==> config.mk <==
export PLATFORM = sky130hd
export DESIGN_NAME = rlig_core
export DESIGN_NICKNAME = d
export VERILOG_FILES = /design/src/hw/rlig_pkg.sv /design/src/hw/rlig_core.sv
export VERILOG_INCLUDE_DIRS = /design/src /design/src/hw
export SDC_FILE = /design/constraint.sdc
export NUM_CORES = 1
export LEC_CHECK = 0
export ABC_CLOCK_PERIOD_IN_PS = 8740
export BUFFER_PORTS_ARGS = -buffer_cell sky130_fd_sc_hd__buf_2
export CAP_MARGIN = 10
export CELL_PAD_IN_SITES_DETAIL_PLACEMENT = 0
export CELL_PAD_IN_SITES_GLOBAL_PLACEMENT = 2
export CORE_ASPECT_RATIO = 1.5
export CORE_MARGIN = 3
export CORE_UTILIZATION = 40
export CTS_CLUSTER_DIAMETER = 80
export DETAILED_ROUTE_END_ITERATION = 10
export PLACE_DENSITY = 0.88
export SYNTH_ARGS = -nofsm -noshare
export SYNTH_HDL_FRONTEND = slang
export SYNTH_SLANG_ARGS = --single-unit
export TNS_END_PERCENT = 20
==> constraint.sdc <==
create_clock -name core_clk_i -period 8.74 [get_ports core_clk_i]
set_input_delay 0.874 -clock core_clk_i [delete_from_list [all_inputs] [get_ports core_clk_i]]
set_output_delay 0.874 -clock core_clk_i [all_outputs]
set_load 0.05 [all_outputs]
==> src/hw/rlig_defs.svh <==
// Register offsets, field positions, reset values and timing counts of the ramp, limit and interlock gate.
`ifndef RLIG_DEFS_SVH
`define RLIG_DEFS_SVH
`define RLIG_A_CTRL 8'h00
`define RLIG_A_STATUS 8'h04
`define RLIG_A_IRQ_STAT 8'h08
`define RLIG_A_IRQ_MASK 8'h0C
`define RLIG_A_TARGET 8'h10
`define RLIG_A_ACC_TIME 8'h14
`define RLIG_A_DEC_TIME 8'h18
`define RLIG_A_CMD_REF 8'h1C
`define RLIG_A_FREQ_LIM 8'h20
`define RLIG_A_SPEED_LIM 8'h24
`define RLIG_A_TORQ_LIM 8'h28
`define RLIG_A_CUR_MAX 8'h2C
`define RLIG_A_ILK_CFG 8'h30
`define RLIG_A_REF_OUT 8'h34
`define RLIG_C_RUN 0
`define RLIG_C_VECTOR 1
`define RLIG_C_STOP_COAST 2
`define RLIG_C_ILK_COAST 3
`define RLIG_C_WARN_RUN 4
`define RLIG_I_ILK_TRIP 0
`define RLIG_I_CUR_LIM 1
`define RLIG_I_STOPPED 2
`define RLIG_RST_CTRL 5'h00
`define RLIG_RST_TARGET 16'h1388
`define RLIG_RST_TIME 17'h0_7530
`define RLIG_RST_LIM 32'hFFFF_0000
`define RLIG_RST_CUR_MAX 16'h0000
`define RLIG_RST_ILK_CFG 32'h0000_0000
`define RLIG_CLK_KHZ 200000
`define RLIG_TICK_MS 1
`define RLIG_TICK_CYC (`RLIG_TICK_MS * `RLIG_CLK_KHZ)
`define RLIG_BLINK_MS 250
`define RLIG_BLINK_TICKS (`RLIG_BLINK_MS / `RLIG_TICK_MS)
`define RLIG_NUM_INPUTS 6
`endif

==> src/hw/rlig_pkg.sv <==
// Types shared by the ramp, limit and interlock gate.
package rlig_pkg;
  typedef enum logic [1:0] {
    RLIG_IDLE = 2'b00,
    RLIG_RUN = 2'b01,
    RLIG_DECEL = 2'b10
  } rlig_state_e;
  typedef logic [15:0] rlig_ref_t;
endpackage

==> src/hw/rlig_core.sv <==
// Motor reference ramp, limit clamp, current limit and four-channel interlock gate.
// What this block does
// - Acceleration ramps reference from zero to target frequency over acceleration time.
// - Deceleration ramps reference from target frequency to zero over deceleration time.
// - Every reference change during operation is rate limited by the ramp.
// - Coast stop drops control at once when run is withdrawn.
// - Ramp stop follows the deceleration ramp to standstill after run withdrawn.
// - Reference is clamped between configurable minimum and maximum limits.
// - Scalar mode uses frequency limits, vector mode uses speed limits.
// - Current above the maximum setting is not sustained, independent of overload.
// - Motor does not run while any enabled interlock is unsatisfied.
// - Each interlock takes its level from one of six logic inputs.
// - Polarity high needs logic one, low needs logic zero, else unsatisfied.
// - Unsatisfied interlock under warning condition flashes indicator and warning output.
// - One shared setting warns always, or only while run is commanded.
// - Interlock going unsatisfied stops the motor by coast or ramp, as configured.
// - Each interlock has a satisfied flag readable over the register port.
// - Four independent interlock channels, each with source, polarity and enable setting.
`timescale 1ns/1ps
`default_nettype none
`include "rlig_defs.svh"
module rlig_core #(
  parameter int unsigned TICK_CYC = `RLIG_TICK_CYC
) (
  // Clock and reset
  input wire logic core_clk_i,
  input wire logic reset_n_i,
  // Register port
  input wire logic [7:0] reg_addr_i,
  input wire logic [31:0] reg_wdata_i,
  input wire logic reg_wr_i,
  input wire logic reg_rd_i,
  output logic [31:0] reg_rdata_o,
  // Feedback and torque command
  input wire rlig_pkg::rlig_ref_t torque_ref_i,
  input wire logic [15:0] current_i,
  // Interlock switches
  input wire logic [`RLIG_NUM_INPUTS-1:0] logic_input_i,
  // Motor output stage
  output logic drive_en_o,
  output rlig_pkg::rlig_ref_t ref_o,
  output rlig_pkg::rlig_ref_t torque_ref_o,
  output logic cur_lim_o,
  output rlig_pkg::rlig_state_e state_o,
  // Indicators
  output logic [3:0] ilk_sat_o,
  output logic warn_o,
  output logic led_o,
  output logic irq_o
);
  import rlig_pkg::*;

  function automatic logic [15:0] clamp(input logic [15:0] v, input logic [31:0] lim);
    logic [15:0] lo;
    logic [15:0] hi;
    lo = lim[15:0];
    hi = lim[31:16];
    if (v < lo) begin
      clamp = lo;
    end else if (v > hi) begin
      clamp = hi;
    end else begin
      clamp = v;
    end
  endfunction

  // Software registers.
  logic [4:0] ctrl;
  logic [2:0] irq_stat;
  logic [2:0] irq_mask;
  logic [15:0] target;
  logic [16:0] acc_time;
  logic [16:0] dec_time;
  logic [15:0] cmd_ref;
  logic [31:0] freq_lim;
  logic [31:0] speed_lim;
  logic [31:0] torq_lim;
  logic [15:0] cur_max;
  logic [31:0] ilk_cfg;

  // Block state.
  rlig_state_e state;
  rlig_state_e next_state;
  logic coast_now;
  logic [31:0] ref_q;
  logic [31:0] next_ref;
  logic [31:0] step_acc;
  logic [31:0] step_dec;
  logic [17:0] tick_cnt;
  logic tick;
  logic [7:0] blink_cnt;
  logic blink;
  logic [3:0] ilk_sat;
  logic [3:0] ilk_sat_q;
  logic cur_over_q;

  // Address decode.
  wire wr_ctrl = reg_wr_i && (reg_addr_i == `RLIG_A_CTRL);
  wire wr_istat = reg_wr_i && (reg_addr_i == `RLIG_A_IRQ_STAT);
  wire wr_imask = reg_wr_i && (reg_addr_i == `RLIG_A_IRQ_MASK);
  wire wr_target = reg_wr_i && (reg_addr_i == `RLIG_A_TARGET);
  wire wr_acc = reg_wr_i && (reg_addr_i == `RLIG_A_ACC_TIME);
  wire wr_dec = reg_wr_i && (reg_addr_i == `RLIG_A_DEC_TIME);
  wire wr_cmd = reg_wr_i && (reg_addr_i == `RLIG_A_CMD_REF);
  wire wr_flim = reg_wr_i && (reg_addr_i == `RLIG_A_FREQ_LIM);
  wire wr_slim = reg_wr_i && (reg_addr_i == `RLIG_A_SPEED_LIM);
  wire wr_tlim = reg_wr_i && (reg_addr_i == `RLIG_A_TORQ_LIM);
  wire wr_cmax = reg_wr_i && (reg_addr_i == `RLIG_A_CUR_MAX);
  wire wr_ilk = reg_wr_i && (reg_addr_i == `RLIG_A_ILK_CFG);

  wire run_cmd = ctrl[`RLIG_C_RUN];
  wire vector_mode = ctrl[`RLIG_C_VECTOR];
  wire stop_coast = ctrl[`RLIG_C_STOP_COAST];
  wire ilk_coast = ctrl[`RLIG_C_ILK_COAST];
  wire warn_run_only = ctrl[`RLIG_C_WARN_RUN];

  // Interlock channels; a disabled channel always counts as satisfied.
  genvar g;
  generate
    for (g = 0; g < 4; g++) begin : g_ilk
      wire [4:0] cfg = ilk_cfg[8*g +: 5];
      wire src_ok = cfg[2:0] < 3'h6;
      wire lvl = src_ok ? logic_input_i[cfg[2:0]] : 1'b0;
      assign ilk_sat[g] = !cfg[4] || (src_ok && (lvl == cfg[3]));
    end
  endgenerate

  wire any_unsat = ~&ilk_sat;
  wire ilk_fall = |(ilk_sat_q & ~ilk_sat);
  wire warn_act = any_unsat && (!warn_run_only || run_cmd);

  // Limit pair follows the motor control mode.
  wire [31:0] ref_lim = vector_mode ? speed_lim : freq_lim;
  wire cur_over = (cur_max != 16'h0000) && (current_i > cur_max);
  wire [15:0] ref_clamped = clamp(cmd_ref, ref_lim);

  // Over current pulls the reference down to the minimum at the deceleration rate.
  wire [15:0] dest = (state == RLIG_RUN) ? (cur_over ? ref_lim[15:0] : ref_clamped) : 16'h0000;
  wire [31:0] dest_q = {dest, 16'h0000};
  wire ramp_up = dest_q > ref_q;
  wire [32:0] ref_up = {1'b0, ref_q} + {1'b0, step_acc};
  wire [31:0] ref_gap = ref_q - dest_q;
  wire [31:0] ref_down = ref_q - step_dec;

  // Slope divider: step is target times 65536 over the ramp time in ticks.
  logic [5:0] div_cnt;
  logic div_sel;
  logic [31:0] div_q;
  logic [16:0] div_r;
  logic [16:0] div_d;
  wire [17:0] div_sh = {div_r, div_q[31]};
  wire div_ge = div_sh >= {1'b0, div_d};
  wire [17:0] div_sub = div_sh - {1'b0, div_d};
  wire [31:0] next_div_q = {div_q[30:0], div_ge};
  wire [16:0] next_div_r = div_ge ? div_sub[16:0] : div_sh[16:0];
  wire div_done = div_cnt == 6'h20;
  wire [31:0] div_res = (div_d == 17'h0_0000) ? 32'hFFFF_FFFF : next_div_q;

  always_ff @(posedge core_clk_i or negedge reset_n_i) begin
    if (!reset_n_i) begin
      div_cnt <= 6'h00;
      div_sel <= 1'b0;
      div_q <= 32'h0000_0000;
      div_r <= 17'h0_0000;
      div_d <= 17'h0_0000;
    end else if (div_cnt == 6'h00) begin
      div_q <= {target, 16'h0000};
      div_r <= 17'h0_0000;
      div_d <= div_sel ? dec_time : acc_time;
      div_cnt <= 6'h01;
    end else begin
      div_q <= next_div_q;
      div_r <= next_div_r;
      div_cnt <= div_done ? 6'h00 : div_cnt + 6'h01;
      if (div_done) begin
        div_sel <= ~div_sel;
      end
    end
  end

  // A slope is recomputed every 66 cycles, so a new ramp time acts almost at once.
  always_ff @(posedge core_clk_i or negedge reset_n_i) begin
    if (!reset_n_i) begin
      step_acc <= 32'h0000_0000;
      step_dec <= 32'h0000_0000;
    end else if (div_done && !div_sel) begin
      step_acc <= div_res;
    end else if (div_done && div_sel) begin
      step_dec <= div_res;
    end
  end

  // Control tick and indicator blink.
  wire tick_wrap = tick_cnt == 18'(TICK_CYC - 1);
  wire blink_wrap = blink_cnt == 8'(`RLIG_BLINK_TICKS - 1);

  always_ff @(posedge core_clk_i or negedge reset_n_i) begin
    if (!reset_n_i) begin
      tick_cnt <= 18'h0_0000;
      tick <= 1'b0;
    end else begin
      tick_cnt <= tick_wrap ? 18'h0_0000 : tick_cnt + 18'h0_0001;
      tick <= tick_wrap;
    end
  end

  always_ff @(posedge core_clk_i or negedge reset_n_i) begin
    if (!reset_n_i) begin
      blink_cnt <= 8'h00;
      blink <= 1'b0;
    end else if (tick) begin
      blink_cnt <= blink_wrap ? 8'h00 : blink_cnt + 8'h01;
      blink <= blink ^ blink_wrap;
    end
  end

  // Sequencer.
  always_comb begin
    next_state = state;
    coast_now = 1'b0;
    unique case (state)
      RLIG_IDLE: begin
        if (run_cmd && !any_unsat) begin
          next_state = RLIG_RUN;
        end
      end
      RLIG_RUN: begin
        if (any_unsat) begin
          next_state = ilk_coast ? RLIG_IDLE : RLIG_DECEL;
          coast_now = ilk_coast;
        end else if (!run_cmd) begin
          next_state = stop_coast ? RLIG_IDLE : RLIG_DECEL;
          coast_now = stop_coast;
        end
      end
      RLIG_DECEL: begin
        if (run_cmd && !any_unsat) begin
          next_state = RLIG_RUN;
        end else if (ref_q == 32'h0000_0000) begin
          next_state = RLIG_IDLE;
        end
      end
      default: begin
        next_state = RLIG_IDLE;
      end
    endcase
  end

  // Reference ramp; the same slopes govern starts, ramp stops and every change in between.
  always_comb begin
    next_ref = ref_q;
    if (state == RLIG_IDLE || coast_now) begin
      next_ref = 32'h0000_0000;
    end else if (tick) begin
      if (ramp_up) begin
        next_ref = (ref_up >= {1'b0, dest_q}) ? dest_q : ref_up[31:0];
      end else begin
        next_ref = (ref_gap <= step_dec) ? dest_q : ref_down;
      end
    end
  end

  wire ev_stop = (state != RLIG_IDLE) && (next_state == RLIG_IDLE);
  wire ev_cur = cur_over && !cur_over_q;
  wire [2:0] irq_ev = {ev_stop, ev_cur, ilk_fall};
  wire [2:0] irq_clr = wr_istat ? reg_wdata_i[2:0] : 3'h0;

  always_ff @(posedge core_clk_i or negedge reset_n_i) begin
    if (!reset_n_i) begin
      state <= RLIG_IDLE;
      ref_q <= 32'h0000_0000;
      drive_en_o <= 1'b0;
      ilk_sat_q <= 4'hF;
      cur_over_q <= 1'b0;
      torque_ref_o <= 16'h0000;
    end else begin
      state <= next_state;
      ref_q <= next_ref;
      drive_en_o <= next_state != RLIG_IDLE;
      ilk_sat_q <= ilk_sat;
      cur_over_q <= cur_over;
      torque_ref_o <= clamp(torque_ref_i, torq_lim);
    end
  end

  // Event flags: a new event in the clearing cycle survives the clear.
  always_ff @(posedge core_clk_i or negedge reset_n_i) begin
    if (!reset_n_i) begin
      irq_stat <= 3'h0;
    end else begin
      irq_stat <= (irq_stat & ~irq_clr) | irq_ev;
    end
  end

  always_ff @(posedge core_clk_i or negedge reset_n_i) begin
    if (!reset_n_i) begin
      ctrl <= `RLIG_RST_CTRL;
      irq_mask <= 3'h0;
      target <= `RLIG_RST_TARGET;
      acc_time <= `RLIG_RST_TIME;
      dec_time <= `RLIG_RST_TIME;
      cmd_ref <= 16'h0000;
      freq_lim <= `RLIG_RST_LIM;
      speed_lim <= `RLIG_RST_LIM;
      torq_lim <= `RLIG_RST_LIM;
      cur_max <= `RLIG_RST_CUR_MAX;
      ilk_cfg <= `RLIG_RST_ILK_CFG;
    end else begin
      if (wr_ctrl) begin
        ctrl <= reg_wdata_i[4:0];
      end
      if (wr_imask) begin
        irq_mask <= reg_wdata_i[2:0];
      end
      if (wr_target) begin
        target <= reg_wdata_i[15:0];
      end
      if (wr_acc) begin
        acc_time <= reg_wdata_i[16:0];
      end
      if (wr_dec) begin
        dec_time <= reg_wdata_i[16:0];
      end
      if (wr_cmd) begin
        cmd_ref <= reg_wdata_i[15:0];
      end
      if (wr_flim) begin
        freq_lim <= reg_wdata_i;
      end
      if (wr_slim) begin
        speed_lim <= reg_wdata_i;
      end
      if (wr_tlim) begin
        torq_lim <= reg_wdata_i;
      end
      if (wr_cmax) begin
        cur_max <= reg_wdata_i[15:0];
      end
      if (wr_ilk) begin
        ilk_cfg <= reg_wdata_i & 32'h1F1F_1F1F;
      end
    end
  end

  // Read mux; unmapped offsets read as zero.
  wire [31:0] status_word = {26'h000_0000, cur_over_q, warn_act, ilk_sat};
  logic [31:0] rd_mux;
  always_comb begin
    unique case (reg_addr_i)
      `RLIG_A_CTRL: rd_mux = {27'h000_0000, ctrl};
      `RLIG_A_STATUS: rd_mux = status_word;
      `RLIG_A_IRQ_STAT: rd_mux = {29'h0000_0000, irq_stat};
      `RLIG_A_IRQ_MASK: rd_mux = {29'h0000_0000, irq_mask};
      `RLIG_A_TARGET: rd_mux = {16'h0000, target};
      `RLIG_A_ACC_TIME: rd_mux = {15'h0000, acc_time};
      `RLIG_A_DEC_TIME: rd_mux = {15'h0000, dec_time};
      `RLIG_A_CMD_REF: rd_mux = {16'h0000, cmd_ref};
      `RLIG_A_FREQ_LIM: rd_mux = freq_lim;
      `RLIG_A_SPEED_LIM: rd_mux = speed_lim;
      `RLIG_A_TORQ_LIM: rd_mux = torq_lim;
      `RLIG_A_CUR_MAX: rd_mux = {16'h0000, cur_max};
      `RLIG_A_ILK_CFG: rd_mux = ilk_cfg;
      `RLIG_A_REF_OUT: rd_mux = {14'h0000, state, ref_q[31:16]};
      default: rd_mux = 32'h0000_0000;
    endcase
  end

  always_ff @(posedge core_clk_i or negedge reset_n_i) begin
    if (!reset_n_i) begin
      reg_rdata_o <= 32'h0000_0000;
    end else begin
      reg_rdata_o <= reg_rd_i ? rd_mux : 32'h0000_0000;
    end
  end

  // Outputs.
  assign ref_o = ref_q[31:16];
  assign state_o = state;
  assign cur_lim_o = cur_over_q;
  assign ilk_sat_o = ilk_sat_q;
  assign warn_o = warn_act && blink;
  assign led_o = warn_act ? blink : 1'b1;
  assign irq_o = |(irq_stat & irq_mask);
endmodule // rlig_core
`default_nettype wire

Word level (Yosys, flattened, before mapping) --
Cells that the tools add are included.
Word-level totals: bits in registers 462, bits in latches 0, memory bits (writable) 0, bits in read-only memories 0, output and inout port bits 75, word-level logic and storage cells 187, memories 0
Operators by class: add/sub/neg operators 7, $mul 0, div/mod/pow operators 0, order comparisons 17, equality and inequality tests 22, shift-type cells 0, muxes and demuxes 48, bitwise gates (word level) 10, reduce and logical (&&, ||, !) cells 53
Operators with widths (count):
- $pmux W32 S14 | 1
- $mux W32 | 9
- $mux W16 | 6
- $sub A32 B32 Y32 | 2
- $mux W17 | 3
- $eq A8 B6 Y1 const B | 6
- $gt A16 B16 Y1 | 3
- $add A32 B32 Y33 | 1
- $ge A33 B32 Y1 | 1
- $eq A8 B5 Y1 const B | 4
- $gt A32 B32 Y1 | 1
- $le A32 B32 Y1 | 1
- $logic_not A32 Y1 | 1
- $lt A16 B16 Y1 | 2
- $logic_and A1 B1 Y1 | 24
- $add A18 B1 Y18 const B | 1
- $eq A18 B18 Y1 const B | 1
- $ge A18 B17 Y1 | 1
- $mux W18 | 1
- $logic_not A17 Y1 | 1
- $sub A17 B17 Y17 | 1
- $eq A8 B4 Y1 const B | 2
- $lt A3 B4 Y1 const B | 4
- $reduce_bool A16 Y1 | 1
- 33 further kinds | 79

Longest topological paths before layout --
Gate-level depths: netlist of the first run.
word-level depth 13, depth in mapped cells 39, depth with buffers taken out 33

Least setup slack after synthesis of the first run --
OpenSTA, ideal clock, no wires.
kind reg-to-reg, from register ctrl[1], to register ref_q[16], arrival time 7.368 ns, data required time 8.641 ns, setup slack 1.272 ns, stages on the path, launching flop included 37, path buffers 6, cells stage by stage dfrtp_1 > clkbuf_1 > clkbuf_1 > buf_1 > mux2i_1 > ha_1 > a21o_1 > a221oi_1 > o211ai_1 > nand2_1 > a21oi_1 > nand2_1 > clkbuf_1 > a311oi_1 > o21a_1 > inv_1 > ha_1 > nor2b_1 > o21ai_0 > a21boi_0 > o21ai_0 > a21boi_0 > o21a_1 > o21ai_0 > nand2b_1 > a41oi_1 > xnor2_1 > ha_1 > and3_1 > a311oi_1 > o21ai_0 > o21ai_1 > nand2b_1 > clkbuf_1 > clkbuf_1 > a31oi_1 > a311oi_1
Between the ends: longest elaborated chain between the ends 12, elaborated cells on any way between the ends 16, those cells by class add/sub: 1; order compare: 5; mux: 10
RTL lines:
- start, declared | RTL line rlig_core.sv:68 | logic [4:0] ctrl;
- start signal, assigned | RTL line rlig_core.sv:297 | ctrl <= `RLIG_RST_CTRL;
- start signal, assigned | RTL line rlig_core.sv:310 | ctrl <= reg_wdata_i[4:0];
- $mux W32 (*) | RTL line rlig_core.sv:133 | wire [31:0] ref_lim = vector_mode ? speed_lim : freq_lim;
- $gt A16 B16 Y1 | RTL line rlig_core.sv:60 | end else if (v > hi) begin
- $mux W16 | RTL line rlig_core.sv:60
- $mux W16 | RTL line rlig_core.sv:58 | if (v < lo) begin
- $mux W16 (*) (2 in a row) | RTL line rlig_core.sv:138 | wire [15:0] dest = (state == RLIG_RUN) ? (cur_over ? ref_lim[15:0] : ref_clamped) : 16'h0000;
- $sub A32 B32 Y32 | RTL line rlig_core.sv:142 | wire [31:0] ref_gap = ref_q - dest_q;
- $le A32 B32 Y1 | RTL line rlig_core.sv:258 | next_ref = (ref_gap <= step_dec) ? dest_q : ref_down;
- $mux W32 | RTL line rlig_core.sv:258
- $mux W32 (*) | RTL line rlig_core.sv:255 | if (ramp_up) begin
- $mux W32 (*) | RTL line rlig_core.sv:254 | end else if (tick) begin
- $mux W32 (*) | RTL line rlig_core.sv:252 | if (state == RLIG_IDLE || coast_now) begin
- end signal, assigned | RTL line rlig_core.sv:278 | ref_q <= next_ref;
- end, declared | RTL line rlig_core.sv:85 | logic [31:0] ref_q;
Every way passes the cells marked *; elsewhere a longest branch is shown, timed or not. The select of a mux whose other input is x is not followed. A chain may end at the register's enable or synchronous reset.

Final worst setup path of the first run --
from register ctrl[1], to register ref_q[6]
The elaborated chain is that of the path after synthesis.

==> impl_metrics.tcl, run 1 <==
set metrics [dict create \
    pin_count 157 \
    hold_viol 0 \
    place_ws_ps 1020 \
    grt_pass1_vias 24100 \
    worstSetupPathType "reg2reg" \
    hpwl_mm 77.3 \
    synthArstFlopShare_pct 100 \
    drive_gt1_share_pct 20.4 \
    synthTopCellsByArea "dfrtp_1, ha_1, mux2_2" \
    post-route-period-util_pct 90.8 \
    portBuffers 156 \
    drtIter0Drc 1810 \
    yosysWarnings 0 \
    initial_core_util_pct 40.5 \
    tightest_slew_ps 1140 \
    tritoncts "done" \
    period_minus_slack_ps 7930 \
    antenna_found_initial 0 \
    cp-start-kind "register" \
    cts_sinks 462 \
    ys.flop_type "dfrtp_1" \
    cap_violations 0 \
    vdd_ir_drop_max_v 0.000135 \
    synth_nets 3110 \
    clk_pin_slew_worst_paths_ps 70 \
    vias_per_cell 5.99 \
    rows 118 \
    die_y_um 330 \
    fin_util_pct 45.7 \
    place_congestion 0.937 \
    drcViolationCount 0 \
    wl_per_cell_um 26.2 \
    grt_util_all_layers_pct 27.3 \
    ant_nets 0 \
    vias 23300 \
    grt_setup_unrepaired "false" \
    setup_viol 0 \
    status "complete, no violations" \
    slew_headroom_pct 23.6 \
    cts_resized 0 \
    slowest_stage "or3_1" \
    critPathArrivalTime_ps 8420 \
    cts_buffer_depth 3 \
    yosysMostFrequentCell "dfrtp_1" \
    synth.distinct_cells 82 \
    synth_edf_count 0 \
    max_freq_mhz 126 \
    ys_seq_area_share_pct 41.6 \
    critPathMaxStageDelay_ps 600 \
    dr.pass1.iters 5 \
    clk_latency_ps 650 \
    power_density_nw_per_um2 191 \
    synthCells 2812 \
    core_um2 69200 \
    overflow 0 \
    yosys-top-cells-count "dfrtp_1, nand2_1, mux2_2, ha_1, nor2_1" \
    final_nets 3257 \
    fp.dieW_um 222 \
    synth.cell_area_um2 28000 \
    synth_top_area_cell "dfrtp_1" \
    wirelength_mm 102 \
    critPathRequiredTime_ps 9230 \
    worst_slack_ps 806 \
    synthToLayoutAreaGrowth_pct 12.8 \
    grt_pass1_wl_mm 152 \
    holdBufCountCts 0 \
    die_area_um2 73400 \
    setup_tns_ps 0 \
    power.leakage_nw 14.9 \
    skew_ps 68.1 \
    htree_levels 2 \
    min_path_type "in2async" \
    regToRegSetupSlack_ps 810 \
    synth_top_area_share_pct 34.9 \
    root_buffer "clkbuf_16" \
    cp_common_cell "o21ai_0" \
    crit_fanout 20 \
    maxSlewViolCount 0 \
    ys_seq_elements 462 \
    syn_avg_cell_area_um2 9.97 \
    grt_max_degree 174 \
    cts_buffers 48 \
    cp-end-kind "register" \
    post-cts-setup-buffers 0 \
]
==> cells in the final DEF (no fill, tap or decap), types with 18 or more instances in the layout <==
master     instances
a21oi_1          133
buf_4             54
a222oi_1          20
xnor2_1           67
clkbuf_16         48
a21o_1            44
xor2_1            39
a22o_1            28
nand2b_1          28
buf_2            156
and3_1            22
dfrtp_1          390
nor2b_1           19
mux2_2           213
nor4_1            22
o21a_1            23
nand3_1           54
o21ai_0          163
a22oi_1           45
dfstp_2           71
mux2i_1          119
nor2_1           185
a211oi_1          18
nand4_1           36
inv_1            148
a221oi_1          30
nand2_1          267
a31oi_1           23
and2_1            27
ha_1             212
nor3_1            37
==> kinds of logic (layout without fill, tap and decap cells) <==
kind of cell	count (synthesis)	count (layout)	share of synthesized area, %
adders and majority gates	216	216	9.75
AOI/OAI and AO/OA	672	672	16.2
other	0	1	0
DFF	462	462	41.6
and+or+nand+nor	761	761	12.8
buffers and inverters	263	448	3.56
xor gates and xnor gates	106	106	3.31
muxes	332	332	12.8
==> routing by layer <==
metal,vias to the layer above,track usage [%],routed length (um)
li1,10600,-,-
met1,11500,29.4,36300
met2,911,48.5,50600
met3,343,3.35,4990
met4,0,21.8,10000
met5,-,0,0
==> per-stage QoR <==
step	hold WS, ps	std cells	area, um2	power (mW)
2_1_floorplan	438	2812	28000	3.44
3_3_place_gp	460	3808	30000	3.89
3_5_place_dp	461	3808	30000	3.91
4_1_cts	302	3896	31600	6.10
5_1_grt	322	3897	31600	6.36
6_report	287	3898	31600	6.05
==> final timing paths <==
kind / to / from / depth (start not counted)
worst max-delay path: ref_q[6] / ctrl[1] / 31
worst min-delay path: div_r[7] / reset_n_i / 1
worst max register to register: ref_q[6] / ctrl[1] / 31
worst min register to register: tick_cnt[4] / tick_cnt[4] / 1
max in group asynchronous: step_acc[11] / reset_n_i / 3
min in group core_clk_i: tick_cnt[4] / tick_cnt[4] / 1
==> where the power goes <==
group | internal, mW | total [mW] | switching [mW]
sequential | 2.29 | 2.42 | 0.133
combinational | 0.567 | 1.47 | 0.899
clock | 1.22 | 2.16 | 0.945
==> sequential cells by signal, summed over array words and instances, names as in the netlist, 8 cells and up <==
| register | count |
|---|---|
| acc_time | 17 |
| blink_cnt | 8 |
| cmd_ref | 16 |
| cur_max | 16 |
| dec_time | 17 |
| div_d | 17 |
| div_q | 32 |
| div_r | 17 |
| freq_lim | 32 |
| ilk_cfg | 20 |
| ref_q | 32 |
| reg_rdata_o | 32 |
| speed_lim | 32 |
| step_acc | 32 |
| step_dec | 32 |
| target | 16 |
| tick_cnt | 18 |
| torq_lim | 32 |
| torque_ref_o | 16 |
==> final cells by class <==
| cell class | count | area, um2 |
|---|---|---|
| tap | 900 | 1130 |
| clock inverter | 17 | 249 |
| multi-input combinational | 2087 | 15400 |
| fill | 6644 | 37600 |
| timing repair buffer | 212 | 1220 |
| clock buffer | 71 | 1400 |
| sequential | 462 | 11700 |
| antenna | 1 | 2.50 |
| inverter | 148 | 556 |
==> critical path: cells and delay by family, from the launching register on <==
| family | cells | cell delay (ps) |
|---|---|---|
| buf+inv | 3 | 720 |
| compound gates | 14 | 3040 |
| mux | 1 | 160 |
| fa+ha+maj | 3 | 880 |
| flops | 1 | 550 |
| simple gates | 10 | 2390 |
Power figures use the tool's default switching activity.
==> inputs of run 2 (changes only) <==
--- a/config.mk
+++ b/config.mk
@@ -6,6 +6,7 @@
 export SDC_FILE = /design/constraint.sdc
 export NUM_CORES = 1
 export LEC_CHECK = 0
+export ABC_AREA = 1
 export ABC_CLOCK_PERIOD_IN_PS = 8740
 export BUFFER_PORTS_ARGS = -buffer_cell sky130_fd_sc_hd__buf_2
 export CAP_MARGIN = 10
@@ -13,10 +14,10 @@
 export CELL_PAD_IN_SITES_GLOBAL_PLACEMENT = 2
 export CORE_ASPECT_RATIO = 1.5
 export CORE_MARGIN = 3
-export CORE_UTILIZATION = 40
+export CORE_UTILIZATION = 37
 export CTS_CLUSTER_DIAMETER = 80
 export DETAILED_ROUTE_END_ITERATION = 10
-export PLACE_DENSITY = 0.88
+export PLACE_DENSITY = 0.9
 export SYNTH_ARGS = -nofsm -noshare
 export SYNTH_HDL_FRONTEND = slang
 export SYNTH_SLANG_ARGS = --single-unit
==> constraint.sdc (replaced) <==
create_clock -name core_clk_i -period 8.74 [get_ports core_clk_i]
set_input_delay 0.874 -clock core_clk_i [delete_from_list [all_inputs] [get_ports core_clk_i]]
set_output_delay 0.874 -clock core_clk_i [all_outputs]
set_load 0.1 [all_outputs]
==> impl_metrics.tcl, run 2 <==
set metrics [dict create \
    final_nets 4396 \
    grt_pass1_wl_mm 176 \
    busiest_layer "met2" \
    dr.pass1.iters 5 \
    cts_sinks 462 \
    grt.met1_usage_pct 30.9 \
    grtUsageMet2_pct 50.1 \
    htree_levels 2 \
    synth_nets 4286 \
    clk_pin_slew_worst_paths_ps 70 \
    antenna_found_initial 4 \
    yosysWarnings 0 \
    setup_viol 0 \
    setup_tns_ps 0 \
    crit_family "simple AND/OR/NAND/NOR gates" \
    wl_per_cell_um 23.0 \
    die_y_um 352 \
    grtUsageMet3_pct 3.34 \
    critPathRequiredTime_ps 9240 \
    synthCells 3988 \
    max_freq_mhz 134 \
    vias_per_cell 5.36 \
    yosysMostFrequentCell "nand2_1" \
    wirelength_mm 119 \
    clockPowerShare_pct 37.3 \
    layout_common_cells "nand2_1, inv_1, o21ai_0" \
    internal-power_mw 4.23 \
    pwr-share-seq_pct 36.6 \
    critPathMaxStageDelay_ps 840 \
    fillers 8291 \
    period_minus_slack_ps 7470 \
    slew_headroom_pct 26.8 \
    min_path_type "in2async" \
    post-route-period-util_pct 85.4 \
    power.total_mw 6.51 \
    yosys-top-cells-count "nand2_1, inv_1, o21ai_0, dfrtp_1, nor2_1" \
    grt_util_all_layers_pct 28.0 \
    place_congestion 0.995 \
    cp_num_buf_inv 4 \
    hpwl_mm 93.0 \
    power_density_nw_per_um2 195 \
    tightest_slew_ps 1090 \
    worstSetupPathType "reg2reg" \
    synthArstFlopShare_pct 100 \
    ys.flop_type "dfrtp_1" \
    combPwrFrac_pct 26.2 \
    cp-start-kind "register" \
    synth.cell_area_um2 29600 \
    overflow 0 \
    initial_core_util_pct 37.5 \
    grt_max_degree 158 \
    p_sw_share_pct 35.0 \
    synth.distinct_cells 63 \
    power.leakage_nw 16.3 \
    synth_top_area_cell "dfrtp_1" \
    placed_cell_area_um2 31400 \
    pin_count 157 \
    cts_buffer_depth 3 \
    ys_seq_area_share_pct 39.4 \
    crit_fanout 53 \
    ys_seq_elements 462 \
    maxSlewViolCount 0 \
    hold_viol 0 \
    rows 126 \
    p_sw_mw 2.28 \
    synthTopCellsByArea "dfrtp_1, nand2_1, ha_1" \
    drtIter0Drc 1791 \
    cp_common_cell "nand2_1" \
    tritoncts "done" \
    portBuffers 156 \
    root_buffer "clkbuf_16" \
    holdBufCountCts 0 \
    grt_setup_unrepaired "false" \
    drcViolationCount 0 \
    vias 27700 \
    vdd_ir_drop_max_v 0.000201 \
    synth_edf_count 0 \
    clk_latency_ps 660 \
    cp-end-kind "register" \
    grt_pass1_vias 27800 \
    synthToLayoutAreaGrowth_pct 12.5 \
    status "complete, no violations" \
    syn_avg_cell_area_um2 7.42 \
    critPathArrivalTime_ps 7970 \
    ant_nets 0 \
    skew_ps 64.5 \
    cts_buffers 50 \
    core_um2 79000 \
    fp.dieW_um 237 \
    slowest_stage "dfrtp_4" \
    drive_gt1_share_pct 10.3 \
    die_area_um2 83500 \
    cap_violations 0 \
    final_common_cell "nand2_1" \
    final_area_um2 33300 \
    synth_top_area_share_pct 33.1 \
]
## run 2: cell types whose count changed after synthesis, sizes merged, moves of 44 or more
cell,delta
o21ai,+276
a21oi,+80
mux2i,-106
nand2,+860
a22oi,-44
nor2,+52
mux2,-213
inv,+355
nand3,+163
## run 2: per-stage QoR
step | cells | utilization [%] | setup WS [ps] | hold slack [ps]
finish | 5165 | 42.2 | 1270 | 310
global route | 5164 | 42.2 | 311 | 352
global placement | 5070 | 39.8 | 1180 | 439
detailed placement | 5070 | 39.8 | 1130 | 449
CTS | 5164 | 42.2 | 1060 | 310
floorplan | 3988 | - | 3380 | 429
## run 2: cell type report
class,count,area [um2],area share [%]
Multi-Input combinational cell,2886,15500,46.6
Tap cell,1024,1280,3.85
Clock inverter,25,452,1.36
Sequential cell,462,11700,35.0
Inverter,506,1900,5.70
Clock buffer,69,1420,4.27
Antenna cell,1,2.50,0.00751
Timing Repair Buffer,192,1070,3.22
## run 2: final timing paths
check,start,end,slack [ps],cells after the start
min,reset_n_i,acc_time[0],310,1
max,ctrl[1],ref_q[17],1270,40
min in group core_clk_i,div_q[13],div_q[14],460,2
max reg2reg,ctrl[1],ref_q[17],1270,40
max in group asynchronous,reset_n_i,step_acc[4],6920,2
min reg2reg,div_q[13],div_q[14],460,2
## run 2: per-layer routing
layer	share of wire [%]	routed length (um)	vias to the layer above
li1	-	-	13400
met1	37	44200	13100
met2	50	59500	855
met3	4.2	5020	312
met4	8.3	9830	2
met5	0.014	17	-
## run 2: power by group through the flow
stage               Combinational [mW]  Sequential (mW)  Clock (mW)
finish                            1.70             2.38        2.43
global route                      1.92             2.39        2.55
CTS                               1.71             2.38        2.47
detailed placement                1.70             2.41           0
global placement                  1.71             2.42           0
floorplan                         1.17             2.42           0
## run 2: kinds of logic (layout without fill, tap and decap cells)
| group | count (synthesis) | in the layout | synth area share (%) |
|---|---|---|---|
| buffers and inverters | 640 | 792 | 8.33 |
| flip-flops | 462 | 462 | 39.4 |
| adder cells (fa/ha/maj) | 216 | 216 | 9.23 |
| AO/OA/AOI/OAI | 829 | 829 | 15.6 |
| AND/OR/NAND/NOR | 1757 | 1757 | 24.9 |
| other | 0 | 1 | 0 |
| multiplexers | 13 | 13 | 0.440 |
| XOR/XNOR | 71 | 71 | 2.10 |
## run 2: what timing repair did
| item | 4_1_cts | 5_1_grt |
|---|---|---|
| setup endpoints to repair | 0 | 6 |
| endpoints found under the hold margin | 0 | 0 |
| gates resized for setup | 0 | 1 |
| buffers inserted | 0 | 0 |
